## src/hdl/kwi_pkg.sv

```systemverilog
// package: register map, field positions and reset values of the keypad wake-up block
// assumes: included before the design module, nothing imported
package kwi_pkg;

  // ****************************************************************
  // register map
  // ****************************************************************
  localparam logic [3:0] OFS_STATUS_CONTROL = 4'h0;
  localparam logic [3:0] OFS_PIN_ENABLE = 4'h4;
  localparam logic [3:0] OFS_IRQ_STATUS = 4'h8;
  localparam logic [3:0] OFS_IRQ_MASK = 4'hC;

  // ****************************************************************
  // fields of keypad_status_control
  // ****************************************************************
  localparam int POS_MODE = 0;
  localparam int POS_IRQ_ENABLE = 1;
  localparam int POS_ACK = 2;
  localparam int POS_FLAG = 3;
  localparam int POS_POLARITY = 4;

  // ****************************************************************
  // reset values
  // ****************************************************************
  localparam logic [3:0] RST_POLARITY = 4'h0;
  localparam logic [7:0] RST_PIN_ENABLE = 8'h00;
  localparam logic [0:0] RST_IRQ_MASK = 1'h0;

  // bus answer state
  typedef enum logic [0:0] {
    KWI_IDLE = 1'b0,
    KWI_DONE = 1'b1
  } kwi_bus_t;

endpackage

```

## src/hdl/kwi_top.sv

```systemverilog
// keypad wake-up interrupt: eight port pins, edge or edge-and-level sense
// assumes: pins asynchronous to clock; Avalon-MM master with waitrequest
//
// The Avalon-MM slave port and the register offsets were left to the implementer.
`timescale 1ns/1ps
`default_nettype none

// Function
// - upper four pins have selectable polarity
// - one means rising/high, zero falling/low
// - lower four pins fixed falling/low sense
// - only enabled pins can set flag
// - detected trigger event sets event flag
// - event flag ignores the written flag bit
// - acknowledge write clears flag
// - in level mode a held asserted level keeps flag set
// - acknowledge bit always reads zero
// - irq enable gates flag onto request
// - mode bit selects edge or edge-and-level
module kwi_top (
  // clock and reset
  input wire logic clock,
  input wire logic reset_n,
  // avalon-mm slave
  input wire logic [3:0] address,
  input wire logic read,
  input wire logic write,
  input wire logic [31:0] writedata,
  output logic [31:0] readdata,
  output logic waitrequest,
  // keypad pins
  input wire logic [7:0] keypad_pin,
  // interrupt outputs
  output logic keypad_irq,
  output logic irq
);

  // ****************************************************************
  // state
  // ****************************************************************
  typedef struct packed {
    logic [7:0] sync1;
    logic [7:0] sync2;
    logic [7:0] sync3;
    logic [7:0] stable;
    logic [3:0] edge_polarity_select;
    logic level_sense_mode;
    logic event_irq_enable;
    logic keypad_event_flag;
    logic [7:0] pin_keypad_enable;
    logic irq_status;
    logic irq_mask;
    kwi_pkg::kwi_bus_t bus;
    logic [31:0] readdata;
    logic keypad_irq;
    logic irq;
    logic waitrequest;
  } kwi_state_t;

  kwi_state_t state;
  kwi_state_t next_state;

  // ****************************************************************
  // helper functions
  // ****************************************************************
  // per-pin active sense: upper pins follow polarity, lower fixed low
  function automatic logic [7:0] kwi_asserted(input logic [7:0] lvl, input logic [3:0] pol);
    logic [7:0] sense;
    sense = {pol, 4'h0};
    return ~(lvl ^ sense);
  endfunction

  // full compare: holes between offsets select nothing
  function automatic logic kwi_hit(input logic [3:0] addr, input logic [3:0] ofs);
    return addr == ofs;
  endfunction

  // status/control image; the ack position is never stored
  function automatic logic [7:0] kwi_control_image(
    input logic [3:0] pol,
    input logic flag,
    input logic irq_en,
    input logic mode
  );
    logic [7:0] image;
    image = 8'h00;
    image[kwi_pkg::POS_POLARITY +: 4] = pol;
    image[kwi_pkg::POS_FLAG] = flag;
    image[kwi_pkg::POS_ACK] = 1'b0;
    image[kwi_pkg::POS_IRQ_ENABLE] = irq_en;
    image[kwi_pkg::POS_MODE] = mode;
    return image;
  endfunction

  // any pin of a vector
  function automatic logic kwi_any(input logic [7:0] vec);
    return vec != 8'h00;
  endfunction

  // ****************************************************************
  // pin filter and event detection
  // ****************************************************************
  logic [7:0] stable_now;
  logic [7:0] stable_prev;
  logic [7:0] asserted_now;
  logic [7:0] asserted_prev;

  logic [7:0] edge_hit;
  logic [7:0] level_hit;
  logic edge_any;
  logic level_hold;
  logic trigger;

  always_comb begin
    stable_now = state.stable;
    stable_prev = state.stable;
    edge_hit = 8'h00;
    level_hit = 8'h00;
    // a change counts once second and third stage agree
    for (int pin = 0; pin < 8; pin++) begin
      if (state.sync2[pin] == state.sync3[pin]) begin
        stable_now[pin] = state.sync3[pin];
      end
    end
    asserted_now = kwi_asserted(stable_now, state.edge_polarity_select);
    asserted_prev = kwi_asserted(stable_prev, state.edge_polarity_select);
    // disabled pins never reach the flag
    for (int pin = 0; pin < 8; pin++) begin
      if (state.pin_keypad_enable[pin]) begin
        edge_hit[pin] = asserted_now[pin] && !asserted_prev[pin];
        level_hit[pin] = asserted_now[pin];
      end
    end
    edge_any = kwi_any(edge_hit);
    level_hold = state.level_sense_mode && kwi_any(level_hit);
    trigger = edge_any || level_hold;
  end

  // ****************************************************************
  // bus decode
  // ****************************************************************
  logic bus_req;
  logic sel_control;
  logic sel_enable;
  logic sel_status;
  logic sel_mask;

  logic wr_control;
  logic wr_enable;
  logic wr_mask;
  logic ack_write;

  logic rd_control;
  logic rd_enable;
  logic rd_status;
  logic rd_mask;

  always_comb begin
    // a request is taken once, in its first cycle
    bus_req = (read || write) && state.bus == kwi_pkg::KWI_IDLE;
    sel_control = 1'b0;
    sel_enable = 1'b0;
    sel_status = 1'b0;
    sel_mask = 1'b0;
    if (kwi_hit(address, kwi_pkg::OFS_STATUS_CONTROL)) begin
      sel_control = 1'b1;
    end else if (kwi_hit(address, kwi_pkg::OFS_PIN_ENABLE)) begin
      sel_enable = 1'b1;
    end else if (kwi_hit(address, kwi_pkg::OFS_IRQ_STATUS)) begin
      sel_status = 1'b1;
    end else if (kwi_hit(address, kwi_pkg::OFS_IRQ_MASK)) begin
      sel_mask = 1'b1;
    end
    wr_control = bus_req && write && sel_control;
    wr_enable = bus_req && write && sel_enable;
    wr_mask = bus_req && write && sel_mask;
    ack_write = wr_control && writedata[kwi_pkg::POS_ACK];
    rd_control = bus_req && read && sel_control;
    rd_enable = bus_req && read && sel_enable;
    rd_status = bus_req && read && sel_status;
    rd_mask = bus_req && read && sel_mask;
  end

  // ****************************************************************
  // bus answer
  // ****************************************************************
  kwi_pkg::kwi_bus_t bus_next;
  logic waitrequest_next;

  always_comb begin
    bus_next = state.bus;
    // one wait cycle, answer on the second
    case (state.bus)
      kwi_pkg::KWI_IDLE: begin
        if (read || write) begin
          bus_next = kwi_pkg::KWI_DONE;
        end
      end
      kwi_pkg::KWI_DONE: begin
        bus_next = kwi_pkg::KWI_IDLE;
      end
      default: begin
        bus_next = kwi_pkg::KWI_IDLE;
      end
    endcase
    // registered: waitrequest stands high while no answer is due
    waitrequest_next = bus_next != kwi_pkg::KWI_DONE;
  end

  // ****************************************************************
  // write capture
  // ****************************************************************
  logic [3:0] wr_polarity;
  logic wr_irq_enable;
  logic wr_mode;
  logic [7:0] wr_pins;
  logic wr_mask_bit;

  always_comb begin
    // the flag position of writedata reaches state only as the pin 3 enable bit
    wr_polarity = writedata[kwi_pkg::POS_POLARITY +: 4];
    wr_irq_enable = writedata[kwi_pkg::POS_IRQ_ENABLE];
    wr_mode = writedata[kwi_pkg::POS_MODE];
    wr_pins = writedata[7:0];
    wr_mask_bit = writedata[0];
  end

  // ****************************************************************
  // read back
  // ****************************************************************
  logic [7:0] rd_image;

  always_comb begin
    rd_image = 8'h00;
    if (rd_control) begin
      rd_image = kwi_control_image(state.edge_polarity_select, state.keypad_event_flag,
        state.event_irq_enable, state.level_sense_mode);
    end else if (rd_enable) begin
      rd_image = state.pin_keypad_enable;
    end else if (rd_status) begin
      rd_image[0] = state.irq_status;
    end else if (rd_mask) begin
      rd_image[0] = state.irq_mask;
    end
  end

  // ****************************************************************
  // flag and status set/clear
  // ****************************************************************
  logic flag_set;
  logic flag_clear;
  logic status_set;
  logic status_clear;

  always_comb begin
    // hardware set wins when an acknowledge lands in the same cycle
    // level mode re-sets the flag every cycle a pin holds its level
    flag_set = trigger;
    flag_clear = ack_write && !trigger;
    // status records only the first event of a burst
    status_set = trigger && !state.keypad_event_flag;
    status_clear = rd_status && !status_set;
  end

  // ****************************************************************
  // next state
  // ****************************************************************
  always_comb begin
    next_state = state;

    // only stage two reads stage one
    next_state.sync1 = keypad_pin;
    next_state.sync2 = state.sync1;
    next_state.sync3 = state.sync2;
    next_state.stable = stable_now;

    if (flag_set) begin
      next_state.keypad_event_flag = 1'b1;
    end else if (flag_clear) begin
      next_state.keypad_event_flag = 1'b0;
    end

    next_state.bus = bus_next;
    next_state.waitrequest = waitrequest_next;

    // control write: flag position dropped, ack is only a strobe
    if (wr_control) begin
      next_state.edge_polarity_select = wr_polarity;
      next_state.event_irq_enable = wr_irq_enable;
      next_state.level_sense_mode = wr_mode;
    end
    if (wr_enable) begin
      next_state.pin_keypad_enable = wr_pins;
    end
    if (wr_mask) begin
      next_state.irq_mask = wr_mask_bit;
    end

    // read data stands for the answer cycle only
    next_state.readdata = {24'h00_0000, rd_image};

    if (status_set) begin
      next_state.irq_status = 1'b1;
    end else if (status_clear) begin
      next_state.irq_status = 1'b0;
    end

    // both requests leave flip-flops
    next_state.keypad_irq = next_state.keypad_event_flag && next_state.event_irq_enable;
    next_state.irq = next_state.irq_status && next_state.irq_mask;
  end

  // ****************************************************************
  // registers
  // ****************************************************************
  always_ff @(posedge clock or negedge reset_n) begin
    if (!reset_n) begin
      state.sync1 <= 8'h00;
      state.sync2 <= 8'h00;
      state.sync3 <= 8'h00;
      state.stable <= 8'h00;
      state.edge_polarity_select <= kwi_pkg::RST_POLARITY;
      state.level_sense_mode <= 1'b0;
      state.event_irq_enable <= 1'b0;
      state.keypad_event_flag <= 1'b0;
      state.pin_keypad_enable <= kwi_pkg::RST_PIN_ENABLE;
      state.irq_status <= 1'b0;
      state.irq_mask <= kwi_pkg::RST_IRQ_MASK[0];
      state.bus <= kwi_pkg::KWI_IDLE;
      state.readdata <= 32'h0000_0000;
      state.keypad_irq <= 1'b0;
      state.irq <= 1'b0;
      state.waitrequest <= 1'b1;
    end else begin
      state <= next_state;
    end
  end

  assign readdata = state.readdata;
  assign waitrequest = state.waitrequest;
  assign keypad_irq = state.keypad_irq;
  assign irq = state.irq;

endmodule

`default_nettype wire

```

## config.mk

```make
export PLATFORM = sky130hd
export DESIGN_NAME = kwi_top
export DESIGN_NICKNAME = d
export VERILOG_FILES = /design/src/hdl/kwi_pkg.sv /design/src/hdl/kwi_top.sv
export SDC_FILE = /design/constraint.sdc
export NUM_CORES = 1
export LEC_CHECK = 0
export BUFFER_PORTS_ARGS = -buffer_cell sky130_fd_sc_hd__buf_2
export CAP_MARGIN = 5
export CORE_AREA = 5 5 78 87
export CTS_CLUSTER_DIAMETER = 30
export DETAILED_ROUTE_END_ITERATION = 6
export DIE_AREA = 0 0 83 92
export PLACE_DENSITY_LB_ADDON = 0.15
export SLEW_MARGIN = 30
export SYNTH_ARGS = -nofsm -noshare
export SYNTH_HDL_FRONTEND = slang
export SYNTH_SLANG_ARGS = --single-unit
```

## constraint.sdc

```tcl
create_clock -name clock -period 4.5 [get_ports clock]
set_input_delay 0.45 -clock clock [delete_from_list [all_inputs] [get_ports clock]]
set_output_delay 0.45 -clock clock [all_outputs]
set_load 0.05 [all_outputs]
```

==> impl.org <==
** Run status
- The run finished with clean final reports.

** GRT
- Grt ovf :: 0
- Across every metal layer, demand over resource in global routing totals 0.119.
- Layer with the highest usage after global routing :: met2
- Met1 track utilization from global routing :: 0.146
- Grt met2 use :: 0.178
- The first global-routing pass estimated 6.99 mm of wire.
- In the global route stage, met3 resource usage came out at 0.0394.
- Via count of the first global-routing pass :: 1479
- Entering global routing, the biggest net connects just over 60 pins.
- Antenna violations before repair :: 0

** Power and ir drop
- Leakage power total :: around 1.4 nW
- Summing internal, switching and leakage power gives 1.42 mW.
- IR analysis of the VDD net gives a maximum drop of 219 uV.
- Power Density :: 494 mW/mm^2

** Worst hold path
- Along the worst hold path, the cell count comes to 1.
- The worst hold path begins at keypad_pin[4].
- The path with the worst hold slack has its endpoint at next_state[73]$_DFF_PN0_.
- Class of the most critical hold timing path :: in -> reg

** Clocking
- In this run, post-CTS hold repair placed 0 buffers.
- TritonCTS built the clock tree.
- Counting along the longest clock path gives a buffer depth of 2.
- Setup bufs post-CTS :: 0
- Number of cells upsized or downsized after cts :: 0
- Latest clock arrival within the worst-skew pair :: 330 ps
- CTS Root Buffer Type :: clkbuf_8
- For this design, the sink count on the clock tree is 61.
- Number of clock buffers inserted by TritonCTS :: 9
- The H-tree was split into 3 levels.
- Clock-pin slew was measured on the worst setup and hold paths at approximately 70 ps.

** Logic synthesis
- dfrtp_1 takes more of the synthesized area than any other cell.
- In this run the mean area of a mapped cell was 12.9 um^2.
- In this run, distinct cell masters in the synthesized netlist total 39.
- The share of synthesized area in the top cell type comes to 0.588.
- Gate count after technology mapping :: 198
- Sequential-to-total area share from yosys stat :: 0.598
- Among all flip-flop cells after synthesis, the most frequent one is dfrtp_1.
- The mapped netlist covers 0.00255 mm^2.
- Count leader, synth :: dfrtp_1
- Most used standard cells in the synthesized netlist :: dfrtp_1 (60), buf_4 (32), mux2_2 (13)
- Count of flip-flops with a built-in enable after synthesis :: 0
- Area contributors post-synth :: dfrtp_1 (59%), buf_4 (9.4%), mux2_2 (5.7%)
- For this run, the number of Yosys warnings is 0.
- The synthesized design contains between 60 and 70 register bits.
- Fraction of registers with async set or reset after synthesis :: 1.00

** Routing
- WL/cell :: 13.0 um
- After detailed routing, the total wire length is 4.11 mm.
- The count of nets left with antenna violations once routing finished came out at 0.
- Post-route DRC :: 0
- Drt first pass iters :: 4
- Number of vias per cell :: roughly 4.7
- After the first detailed-routing iteration, the DRC count stood at just under 60.
- Vias post-DR :: 1465

** Timing
- Setup WS post-layout :: around 2700 ps
- Time the worst path needs with I/O delays and setup :: roughly 1800 ps
- Upper clock frequency limit :: 0.544 GHz
- Setup tns final :: 0 ps
- RSZ-0062 raised after global routing :: false
- Clock skew after layout :: around 7.6 ps
- The final hold violation count is 0.
- Count of final setup violators :: 0
- At the pin with the least slew margin, the transition time is ~750 ps.
- Final critical-path share of the clock period :: 0.409
- Count of pins over their slew limit :: 0
- Measured against its own limit, the worst slew margin works out to 0.497.

** Final layout
- Sequential Area :: between 0.0015 and 0.002 mm^2
- Layout fillers :: 545
- Proportion of layout cells with a drive suffix above 1 :: 0.298
- At the end of the flow, the number of nets in the layout was between 200 and 300.
- Number of antenna diodes :: 0
- The multi-input combinational cells in the finished layout cover a total of 841 um^2.
- Compared with the post-synthesis result, the final layout area differs by 12.4%.

** Place
- Last weighted congestion value of the routability-driven placer :: 0.697
- Detail Placement HPWL :: 2.91 mm
- Place WS :: 2580 ps
- During placement, the flow inserted port buffers numbering 34.

** Critical path
- By startpoint and endpoint, the worst setup path is classified as reg -> reg.
- Arrival time at the worst endpoint :: 2020 ps
- The worst register-to-register path has a depth of 5.
- Reg-to-Reg End :: state[46]$_DFF_PN0_
- Req. time, crit path :: 4680 ps
- The worst register-to-register path begins at next_state[67]$_DFF_PN0_.
- Of all nets on the critical path, the largest fanout is 4.
- STA classifies the critical path endpoint as a flip-flop.
- FF-to-FF setup slack :: ~2700 ps
- The worst setup path is launched from a flip-flop.

** Die
- Starting density of the core :: 0.445
- Number of I/O pins :: slightly above 80
- After floorplanning, the core was divided into 29 placement rows.
- Height of the die :: 92 um
- The floorplan step defined a die boundary enclosing 0.00764 mm^2.
- After floorplanning, the core was sized to cover 0.00573 mm^2.
- The floorplan step set the die width to 83 um.

** Job
- Across the run, the number of max-cap violations was 0.
[kinds of logic (layout without fill, tap and decap cells)]
kind of cell | Yosys count | in the layout | share of synthesized area
buffers and inverters | 40 | 57 | 0.106
XOR/XNOR | 3 | 3 | 0.0103
multiplexers | 22 | 22 | 0.0975
other | 1 | 24 | 0.00147
flip-flops | 61 | 61 | 0.598
adder cells (fa/ha/maj) | 7 | 7 | 0.0289
AO/OA/AOI/OAI | 19 | 19 | 0.0588
AND/OR/NAND/NOR | 45 | 45 | 0.0985
[where the power goes]
part / total [mW] / switching, mW / internal, mW / leakage [nW]
logic: 0.246 / 0.151 / 0.0950 / 0.541
registers: 0.668 / 0.0543 / 0.614 / 0.743
clock network: 0.506 / 0.196 / 0.309 / 0.107
[sequential cells by signal, indices dropped and copies added (netlist names)]
signal and flops:
irq 1, next_state 16, stable_prev 8, waitrequest 1, keypad_irq 1, readdata 8, state 26
[layer usage]
metal	up-vias	share of wire
li1	707	-
met4	0	0.026
met5	-	0
met2	44	0.47
met3	9	0.065
met1	705	0.44
[cell usage in the layout (no fill, tap or decap), types with 2 or more instances in the layout]
| master | count |
|---|---|
| dfrtp_1 | 60 |
| buf_2 | 34 |
| conb_1 | 24 |
| mux2_2 | 13 |
| nor2_1 | 12 |
| nand2_1 | 10 |
| clkbuf_8 | 9 |
| mux2i_1 | 8 |
| o21ai_0 | 7 |
| inv_1 | 6 |
| maj3_1 | 6 |
| nor4b_1 | 3 |
| and4b_1 | 3 |
| nand3_1 | 3 |
| xnor2_1 | 3 |
| nand2b_1 | 3 |
| clkinv_2 | 3 |
| or2_2 | 2 |
| and3_1 | 2 |
| o22ai_1 | 2 |
| a31o_2 | 2 |
| bufinv_16 | 2 |
| clkbuf_1 | 2 |
[worst max-delay path: stages, from the launching register on]
cell and delay (ps):
dfrtp_1 400, maj3_1 400, xnor2_1 150, a221o_1 400
o21ai_1 220, nand3_1 120
[worst max-delay path by stage]
stage	start	end	slack, ps	cells after the start
after global placement	address[1]	state[43]$_DFFE_PN0P_	2590	4
after global routing	state[49]$_DFFE_PN0P_	irq$_DFF_PN0_	2550	5
final	next_state[67]$_DFF_PN0_	state[46]$_DFF_PN0_	2660	5
after detailed placement	address[1]	state[43]$_DFFE_PN0P_	2580	4
after floorplan	next_state[68]$_DFF_PN0_	irq$_DFF_PN0_	2830	5
after CTS	next_state[67]$_DFF_PN0_	state[46]$_DFF_PN0_	2670	5
[through the flow]
| step | std cells | utilization | cell area, um^2 | hold slack, ps |
|---|---|---|---|---|
| 2_1_floorplan | 221 | - | 2640 | 154 |
| 3_3_place_gp | 299 | 0.465 | 2670 | 332 |
| 3_5_place_dp | 299 | 0.465 | 2670 | 336 |
| 4_1_cts | 315 | 0.501 | 2870 | 206 |
| 5_1_grt | 315 | 0.501 | 2870 | 208 |
| 6_report | 315 | 0.501 | 2870 | 219 |
[cell type report]
| type | instances | area share |
|---|---|---|
| Tap cell | 77 | 0.0336 |
| Inverter | 6 | 0.00784 |
| Sequential cell | 61 | 0.532 |
| Clock buffer | 11 | 0.0458 |
| Multi-Input combinational cell | 120 | 0.293 |
| Timing Repair Buffer | 35 | 0.0619 |
| Clock inverter | 5 | 0.0261 |
Power figures use the tool's default switching activity.
